## config.mk

```make
export PLATFORM = sky130hd
export DESIGN_NAME = status_bank
export DESIGN_NICKNAME = d
export VERILOG_FILES = /design/src/hw/status_bank_pkg.sv /design/src/hw/bank_if.sv /design/src/hw/bank_addr_gen.sv /design/src/hw/status_bank.sv
export SDC_FILE = /design/constraint.sdc
export NUM_CORES = 1
export LEC_CHECK = 0
export BUFFER_PORTS_ARGS = -buffer_cell sky130_fd_sc_hd__buf_4
export CAP_MARGIN = 15
export CORE_ASPECT_RATIO = 0.9
export CORE_MARGIN = 4
export CORE_UTILIZATION = 36
export DETAILED_ROUTE_END_ITERATION = 10
export PLACE_DENSITY = 0.8
export SKIP_LAST_GASP = 1
export SLEW_MARGIN = 20
export SYNTH_ARGS = -nofsm -noshare
export SYNTH_HDL_FRONTEND = slang
export SYNTH_SLANG_ARGS = --single-unit
export TNS_END_PERCENT = 50
```

## constraint.sdc

```tcl
create_clock -name clk -period 1.4 [get_ports clk]
set_input_delay 0 -clock clk [delete_from_list [all_inputs] [get_ports clk]]
set_output_delay 0 -clock clk [all_outputs]
set_load 0.005 [all_outputs]
```

## src/hw/status_bank_pkg.sv

```systemverilog
// Constants and types shared by the status and bank select logic
package status_bank_pkg;

    // Nibble addresses of the status word in data memory
    localparam logic [11:0] STATUS_LO_ADDR = 12'hfb0;
    localparam logic [11:0] STATUS_HI_ADDR = 12'hfb1;

    // Bit positions within the 8-bit status word
    localparam int SW_CARRY_BIT  = 7;
    localparam int SW_SKIP_LSB   = 4;
    localparam int SW_IST_LSB    = 2;
    localparam int SW_MBE_BIT    = 1;
    localparam int SW_RBE_BIT    = 0;

    // Bit positions within the low status nibble
    localparam int LO_IST_LSB    = 2;
    localparam int LO_MBE_BIT    = 1;
    localparam int LO_RBE_BIT    = 0;

    // Enable bits in program word 0 and in each vector entry
    localparam int ROM_MBE_BIT   = 7;
    localparam int ROM_RBE_BIT   = 6;

    // Bit positions within the 8-bit bank select word
    localparam int BS_MBS_LSB    = 4;
    localparam int BS_RBS_LSB    = 0;

    // Values after reset
    localparam logic [3:0] MBS_RESET   = 4'h0;
    localparam logic [1:0] RBS_RESET   = 2'h0;
    localparam logic [2:0] SKIP_RESET  = 3'h0;
    localparam logic       CARRY_RESET = 1'b0;

    // Memory bank numbers that may be selected
    localparam logic [3:0] MB_LAST_LOW = 4'h3;
    localparam logic [3:0] MB_IO_BANK  = 4'hf;

    // Fixed address space split when the memory bank is off
    localparam logic [7:0] FIXED_SPLIT = 8'h80;
    localparam logic [3:0] FIXED_LOW   = 4'h0;
    localparam logic [3:0] FIXED_HIGH  = 4'hf;

    localparam logic [1:0] REG_BANK0   = 2'h0;

    // Interrupt nesting status
    typedef enum logic [1:0] {
        STATUS0 = 2'b00,
        STATUS1 = 2'b01,
        STATUS2 = 2'b10
    } ist_t;

    localparam logic [1:0] IST_FORBIDDEN = 2'b11;

endpackage : status_bank_pkg

```

## src/hw/bank_if.sv

```systemverilog
// Bank state and address results between core and address generator
`timescale 1ns/100ps
interface bank_if (
    input wire logic clk,
    input wire logic srst
);
    logic        membank_enable;
    logic        regbank_enable;
    logic [3:0]  membank_field;
    logic [1:0]  regbank_field;
    logic [7:0]  offset;
    logic [11:0] data_addr;
    logic [1:0]  reg_bank;

    modport core (
        output membank_enable, regbank_enable, membank_field,
        output regbank_field, offset,
        input  data_addr, reg_bank, clk, srst
    );
    modport gen (
        input  membank_enable, regbank_enable, membank_field,
        input  regbank_field, offset, clk, srst,
        output data_addr, reg_bank
    );
endinterface : bank_if

```

## src/hw/bank_addr_gen.sv

```systemverilog
// Data address and register bank generation from bank state
`timescale 1ns/100ps
module bank_addr_gen (
    bank_if.gen bi
);
    logic [3:0] hi_nib;

    always_comb begin
        if (bi.membank_enable) begin
            hi_nib = bi.membank_field;
        end else if (bi.offset < status_bank_pkg::FIXED_SPLIT) begin
            hi_nib = status_bank_pkg::FIXED_LOW;
        end else begin
            hi_nib = status_bank_pkg::FIXED_HIGH;
        end
    end

    assign bi.data_addr = {hi_nib, bi.offset};
    assign bi.reg_bank  = bi.regbank_enable ? bi.regbank_field
                        : status_bank_pkg::REG_BANK0;
endmodule : bank_addr_gen

```

## src/hw/status_bank.sv

```systemverilog
// Status word, interrupt status, bank enables and bank select register
`timescale 1ns/100ps
//
// Contract
// - Skip flags set by execution, never by operand
// - Status codes 00, 01, 10; 11 never held
// - Interrupt accept pushes status, steps level up
// - Return from interrupt restores prior status level
// - Status level read and written as memory
// - Memory bank on: field gives high address nibble
// - Memory bank off: fixed space, field ignored
// - Reset loads memory bank enable from bit 7
// - Vector entry bit 7 loads memory bank enable
// - Register bank on: field picks bank
// - Register bank off: bank zero always
// - Reset loads register bank enable from bit 6
// - Vector entry bit 6 loads register bank enable
// - Each bank field set by own select instruction
// - Bank select pushed and popped as byte; a pop with an illegal memory bank keeps the old memory bank field
// - Memory bank field four bits, banks 0-3,15
// - Reset clears memory bank field
// - Reset clears register bank field
// - Register bank upper two bits read zero
// - Status word at two nibble addresses
// - Interrupt saves all; calls save enables only
module status_bank (
    input  wire logic        clk,
    input  wire logic        srst,
    input  wire logic [7:0]  rom_word0,
    input  wire logic        skip_load,
    input  wire logic [2:0]  skip_value,
    input  wire logic        carry_load,
    input  wire logic        carry_value,
    input  wire logic        irq_accept,
    input  wire logic [7:0]  vector_word,
    input  wire logic        return_from_irq_exec,
    input  wire logic        ret_exec,
    input  wire logic [7:0]  restore_word,
    input  wire logic [11:0] mem_addr,
    input  wire logic        mem_wr,
    input  wire logic [3:0]  mem_wdata,
    input  wire logic        mem_rd,
    output logic      [3:0]  mem_rdata,
    output logic             mem_rvalid,
    input  wire logic        sel_regbank_instr,
    input  wire logic        sel_membank_instr,
    input  wire logic [3:0]  bank_imm,
    input  wire logic        pop_bank_select,
    input  wire logic [7:0]  pop_data,
    output logic      [7:0]  status_word,
    output logic      [7:0]  bank_select_reg,
    input  wire logic [7:0]  op_offset,
    output logic      [11:0] data_addr,
    output logic      [1:0]  reg_bank
);
    logic                   carry_r;
    logic [2:0]             skip_r;
    status_bank_pkg::ist_t  ist_r;
    logic                   mbe_r;
    logic                   rbe_r;
    logic [3:0]             mbs_r;
    logic [1:0]             rbs_r;
    logic [3:0]             rdata_r;
    logic                   rvalid_r;
    logic                   wr_lo;
    logic                   pop_ok;

    function automatic logic mb_legal(input logic [3:0] v);
        mb_legal = (v <= status_bank_pkg::MB_LAST_LOW) ||
                   (v == status_bank_pkg::MB_IO_BANK);
    endfunction : mb_legal

    function automatic status_bank_pkg::ist_t ist_step(
        input status_bank_pkg::ist_t cur);
        unique case (cur)
            status_bank_pkg::STATUS0: ist_step = status_bank_pkg::STATUS1;
            status_bank_pkg::STATUS1: ist_step = status_bank_pkg::STATUS2;
            status_bank_pkg::STATUS2: ist_step = status_bank_pkg::STATUS2;
            default:                  ist_step = status_bank_pkg::STATUS2;
        endcase
    endfunction : ist_step

    // Only the low nibble is writable; the high one holds carry and skips
    assign wr_lo  = mem_wr && (mem_addr == status_bank_pkg::STATUS_LO_ADDR);
    assign pop_ok = mb_legal(pop_data[7:4]);

    // Carry, kept here so the status word is complete
    always_ff @(posedge clk) begin
        if (srst) begin
            carry_r <= status_bank_pkg::CARRY_RESET;
        end else if (return_from_irq_exec) begin
            carry_r <= restore_word[status_bank_pkg::SW_CARRY_BIT];
        end else if (carry_load) begin
            carry_r <= carry_value;
        end
    end

    // Skip flags follow execution only
    always_ff @(posedge clk) begin
        if (srst) begin
            skip_r <= status_bank_pkg::SKIP_RESET;
        end else if (return_from_irq_exec) begin
            skip_r <= restore_word[status_bank_pkg::SW_SKIP_LSB +: 3];
        end else if (skip_load) begin
            skip_r <= skip_value;
        end
    end

    // Interrupt nesting level
    always_ff @(posedge clk) begin
        if (srst) begin
            ist_r <= status_bank_pkg::STATUS0;
        end else if (irq_accept) begin
            ist_r <= ist_step(ist_r);
        end else if (return_from_irq_exec) begin
            if (restore_word[status_bank_pkg::SW_IST_LSB +: 2] !=
                status_bank_pkg::IST_FORBIDDEN) begin
                ist_r <= status_bank_pkg::ist_t'(
                    restore_word[status_bank_pkg::SW_IST_LSB +: 2]);
            end
        end else if (wr_lo) begin
            if (mem_wdata[status_bank_pkg::LO_IST_LSB +: 2] !=
                status_bank_pkg::IST_FORBIDDEN) begin
                ist_r <= status_bank_pkg::ist_t'(
                    mem_wdata[status_bank_pkg::LO_IST_LSB +: 2]);
            end
        end
    end

    // Bank enables, loaded from program word 0 during reset
    always_ff @(posedge clk) begin
        if (srst) begin
            mbe_r <= rom_word0[status_bank_pkg::ROM_MBE_BIT];
            rbe_r <= rom_word0[status_bank_pkg::ROM_RBE_BIT];
        end else if (irq_accept) begin
            mbe_r <= vector_word[status_bank_pkg::ROM_MBE_BIT];
            rbe_r <= vector_word[status_bank_pkg::ROM_RBE_BIT];
        end else if (return_from_irq_exec || ret_exec) begin
            mbe_r <= restore_word[status_bank_pkg::SW_MBE_BIT];
            rbe_r <= restore_word[status_bank_pkg::SW_RBE_BIT];
        end else if (wr_lo) begin
            mbe_r <= mem_wdata[status_bank_pkg::LO_MBE_BIT];
            rbe_r <= mem_wdata[status_bank_pkg::LO_RBE_BIT];
        end
    end

    // Memory bank field; illegal bank numbers leave it unchanged
    always_ff @(posedge clk) begin
        if (srst) begin
            mbs_r <= status_bank_pkg::MBS_RESET;
        end else if (pop_bank_select) begin
            if (pop_ok) begin
                mbs_r <= pop_data[status_bank_pkg::BS_MBS_LSB +: 4];
            end
        end else if (sel_membank_instr && mb_legal(bank_imm)) begin
            mbs_r <= bank_imm;
        end
    end

    // Register bank field, two bits stored
    always_ff @(posedge clk) begin
        if (srst) begin
            rbs_r <= status_bank_pkg::RBS_RESET;
        end else if (pop_bank_select) begin
            rbs_r <= pop_data[status_bank_pkg::BS_RBS_LSB +: 2];
        end else if (sel_regbank_instr) begin
            rbs_r <= bank_imm[1:0];
        end
    end

    // Memory read of the status nibbles, one cycle later
    always_ff @(posedge clk) begin
        if (srst) begin
            rdata_r  <= 4'h0;
            rvalid_r <= 1'b0;
        end else begin
            rvalid_r <= mem_rd;
            if (mem_addr == status_bank_pkg::STATUS_LO_ADDR) begin
                rdata_r <= status_word[3:0];
            end else if (mem_addr == status_bank_pkg::STATUS_HI_ADDR) begin
                rdata_r <= status_word[7:4];
            end else begin
                rdata_r <= 4'h0;
            end
        end
    end

    assign status_word     = {carry_r, skip_r, ist_r, mbe_r, rbe_r};
    assign bank_select_reg = {mbs_r, 2'b00, rbs_r};
    assign mem_rdata       = rdata_r;
    assign mem_rvalid      = rvalid_r;

    bank_if bif (
        .clk  (clk),
        .srst (srst)
    );

    assign bif.membank_enable = mbe_r;
    assign bif.regbank_enable = rbe_r;
    assign bif.membank_field  = mbs_r;
    assign bif.regbank_field  = rbs_r;
    assign bif.offset         = op_offset;
    assign data_addr          = bif.data_addr;
    assign reg_bank           = bif.reg_bank;

    bank_addr_gen u_gen (
        .bi (bif.gen)
    );
endmodule : status_bank

```

==> impl_metrics.prom <==
# TYPE chip_impl_metric gauge
chip_impl_info{name="cts_tree",value="built"} 1
chip_impl_metric{name="inserted_clock_buffers",unit=""} 3
chip_impl_metric{name="grt_antenna_before_repair",unit=""} 0
chip_impl_metric{name="setup_viol",unit=""} 0
chip_impl_metric{name="synth.distinct_cells",unit=""} 31
chip_impl_metric{name="timing.critical_path.required",unit="ns"} 1.63
chip_impl_metric{name="grtUsageTotal",unit="%"} 14.2
chip_impl_metric{name="routed-via-count",unit=""} 1192
chip_impl_info{name="cts_root_buffer",value="sky130_fd_sc_hd__clkbuf_4"} 1
chip_impl_metric{name="netlist_area",unit="mm²"} 0.00115
chip_impl_metric{name="net_switching_fraction_of_the_power",unit="%"} 26.7
chip_impl_metric{name="hold_viol",unit=""} 0
chip_impl_metric{name="cts_repair_resize_count",unit=""} 0
chip_impl_metric{name="final_antenna_net_count",unit=""} 0
chip_impl_metric{name="hpwl",unit="µm"} 2490
chip_impl_metric{name="irDropWorstVdd",unit="mV"} 0.702
chip_impl_metric{name="place_inst",unit=""} 242
chip_impl_info{name="critPathLaunchType",value="input port"} 1
chip_impl_metric{name="synthArstFlopShare",unit="%"} 0
chip_impl_info{name="crit_path_cell_trace",value="dlygate4sd3_1, buf_4, nor2b_1, nand3_1, o21ai_0, mux2i_1"} 1
chip_impl_metric{name="post_synth_inst_count",unit=""} 137
chip_impl_metric{name="report.final.slew_viol_count",unit=""} 0
chip_impl_metric{name="synth.ff_latch_count",unit=""} 19
chip_impl_metric{name="power_frac_clock",unit="%"} 21.2
chip_impl_info{name="cp_slowest_cell",value="sky130_fd_sc_hd__dlygate4sd3_1"} 1
chip_impl_metric{name="die_w",unit="µm"} 67.7
chip_impl_metric{name="globalplace.congestion",unit=""} 0.853
chip_impl_metric{name="coreArea",unit="mm²"} 0.00307
chip_impl_metric{name="routed_wl",unit="µm"} 3130
chip_impl_metric{name="clock_skew",unit="ns"} 0.00571
chip_impl_metric{name="die_area",unit="mm²"} 0.00418
chip_impl_info{name="min_path_type",value="input port to output port"} 1
chip_impl_metric{name="max_stage_delay",unit="ns"} 0.54
chip_impl_metric{name="drc",unit=""} 0
chip_impl_metric{name="antenna-diode-count",unit=""} 0
chip_impl_metric{name="die-height",unit="µm"} 61.7
chip_impl_metric{name="max_freq",unit="MHz"} 762
chip_impl_metric{name="post-route-util",unit="%"} 59.4
chip_impl_metric{name="global_route_wire_length_before_repair",unit="µm"} 4440
chip_impl_info{name="setup.worst_path.end_class",value="register"} 1
chip_impl_metric{name="synth-warning-count",unit=""} 0
chip_impl_metric{name="sequential_fraction_of_the_synthesis_area",unit="%"} 34.7
chip_impl_info{name="largest_area_contributor_in_the_netlist",value="sky130_fd_sc_hd__dfxtp_1"} 1
chip_impl_info{name="status",value="finished, final reports clean"} 1
chip_impl_metric{name="drt_first_iter_violations",unit=""} 37
chip_impl_metric{name="p_leak",unit="µW"} 0.000885
chip_impl_metric{name="first_global_vias",unit=""} 1022
chip_impl_metric{name="syn_avg_cell_area",unit="µm²"} 8.43
chip_impl_metric{name="average_vias_per_placed_instance",unit=""} 4.66
chip_impl_metric{name="insertion_delay",unit="ns"} 0.29
chip_impl_metric{name="initial_utilization",unit="%"} 37.7
chip_impl_metric{name="final-instance-count-excl-fill",unit=""} 256
chip_impl_metric{name="postCtsSetupRepairBufs",unit=""} 0
chip_impl_metric{name="num-nets-final",unit=""} 291
chip_impl_metric{name="cts-htree-levels",unit=""} 1
chip_impl_metric{name="area.growth.synth_to_final",unit="%"} 57.9
chip_impl_metric{name="clock_sink_count",unit=""} 19
chip_impl_metric{name="placement_rows",unit=""} 19
chip_impl_info{name="ys_top_cells_by_area",value="sky130_fd_sc_hd__dfxtp_1 29%, sky130_fd_sc_hd__mux2i_1 15%, sky130_fd_sc_hd__buf_4 8.5%"} 1
chip_impl_info{name="dominantRegCellSynth",value="sky130_fd_sc_hd__dfxtp_1"} 1
chip_impl_info{name="crit_path_class",value="input port to register"} 1
chip_impl_metric{name="routedWlPerCell",unit="µm"} 12.2
chip_impl_metric{name="p_sw",unit="µW"} 343
chip_impl_metric{name="comb_power_share",unit="%"} 30.6
chip_impl_metric{name="drt_pre_antenna_iters",unit=""} 4
chip_impl_metric{name="regToRegSetupSlack",unit="ns"} 0.38
chip_impl_metric{name="path_clk_slew",unit="ns"} 0.10
chip_impl_metric{name="clk_path_buf_depth",unit=""} 2
chip_impl_metric{name="maxCapViolCount",unit=""} 0
chip_impl_metric{name="detailed_place.area",unit="mm²"} 0.00170
chip_impl_metric{name="pwr_dens",unit="mW/mm²"} 706
chip_impl_metric{name="synth_edf_count",unit=""} 2
chip_impl_metric{name="fin_crit_sh",unit="%"} 93.7
chip_impl_metric{name="overflow",unit=""} 0
chip_impl_metric{name="final_period_minus_worst_setup_slack",unit="ns"} 1.31
chip_impl_metric{name="layout_cell_share_with_drive_strength_beyond_1",unit="%"} 42.5
chip_impl_metric{name="worst_path_maximum_fanout",unit=""} 5
chip_impl_info{name="synth.top_cells.by_count",value="20 x sky130_fd_sc_hd__nor2_1, 17 x sky130_fd_sc_hd__dfxtp_1, 17 x sky130_fd_sc_hd__mux2i_1"} 1
chip_impl_metric{name="portBuffers",unit=""} 80
chip_impl_info{name="most_common_cell_in_the_netlist",value="sky130_fd_sc_hd__nor2_1"} 1
chip_impl_metric{name="fin_setup_tns",unit="ns"} 0
chip_impl_metric{name="io_pins",unit=""} 111
chip_impl_info{name="setup_repair_after_global_routing_missed_its_margin",value="no"} 1
chip_impl_metric{name="pin_count_of_the_biggest_net_entering_global_routing",unit=""} 19
chip_impl_metric{name="intPower",unit="µW"} 943
chip_impl_metric{name="yosysTopAreaCellShare",unit="%"} 29.5
chip_impl_metric{name="crit_arrival",unit="ns"} 1.54
chip_impl_metric{name="finalInstanceArea",unit="mm²"} 0.00182
chip_impl_metric{name="sequential_share_of_power",unit="%"} 48.1
## power by group through the flow
stage	Sequential (µW)	Combinational [µW]	Clock (µW)
after detailed placement	632	372	0
after global routing	627	433	314
after global placement	632	367	0
final	619	394	273
after CTS	620	393	286
after floorplan	625	183	0
## per-layer routing
metal	global-route usage, %	routed length [µm]	vias to the layer above
met1	18.0	1270	524
met5	0	0	-
met2	24.4	1610	48
met4	2.60	21	0
li1	-	-	618
met3	4.14	226	2
## path summary, 6_finish.rpt
| check | from | endpoint | cells after the start |
|---|---|---|---|
| setup / recovery | mem_addr[0] | ist_r[0] | 6 |
| hold / removal | op_offset[2] | data_addr[2] | 0 |
| setup reg to reg | ist_r[1] | ist_r[0] | 3 |
| hold reg to reg | ist_r[0] | ist_r[0] | 2 |
## layout make-up
class	count	area [µm²]
Clock inverter	1	5.00
Fill cell	286	1240
Inverter	1	3.75
Tap cell	42	52.6
Sequential cell	19	400
Clock buffer	3	22.5
Timing Repair Buffer	91	708
Multi-Input combinational cell	99	631
## worst max-delay path: cells and delay by family
family	cells	cell delay, ns
muxes	1	0.22
and+or+nand+nor	2	0.26
AOI/OAI and AO/OA	1	0.36
buffers and inverters	2	0.71
## cell families after synthesis
family                 after synthesis  share of synthesized area, %
and+or+nand+nor                     58                          25.8
AOI/OAI and AO/OA                   20                          11.5
buffers and inverters               20                          11.0
muxes                               19                          16.7
DFF                                 19                          34.7
other                                1                         0.325
## state kept, by name, indices dropped and copies added (netlist names)
name	flops
bif.membank_field	4
mem_rdata	4
skip_r	3
bif.regbank_field	2
ist_r	2
bif.membank_enable	1
bif.regbank_enable	1
carry_r	1
mem_rvalid	1
## cells in the final DEF (no fill, tap or decap), drive strengths merged, types with 3 or more instances in the layout
cell type / Yosys / layout
dlygate4sd3: 0 / 10
nand2b: 3 / 3
nor3: 4 / 4
nand2: 13 / 13
nor2b: 3 / 3
clkbuf: 3 / 3
a21oi: 8 / 8
o21ai: 3 / 3
a211oi: 5 / 5
mux2i: 17 / 17
buf: 16 / 81
dfxtp: 17 / 17
nor2: 20 / 20
## metrics by stage
stage	power, µW	worst slack, ns	hold WS, ns
2_1_floorplan	808	0.425	0.0808
3_3_place_gp	1000	0.210	0.0000346
3_5_place_dp	1000	0.202	0.0000346
4_1_cts	1300	0.164	0.0000346
5_1_grt	1370	0.0328	0.0000102
6_report	1290	0.0884	0.00000186
## what timing repair did
action	CTS	global route
hold buffers	9	1
endpoints found under the hold margin	9	1
setup endpoints to repair	0	0
No activity file was read; power rests on OpenSTA's default activity.
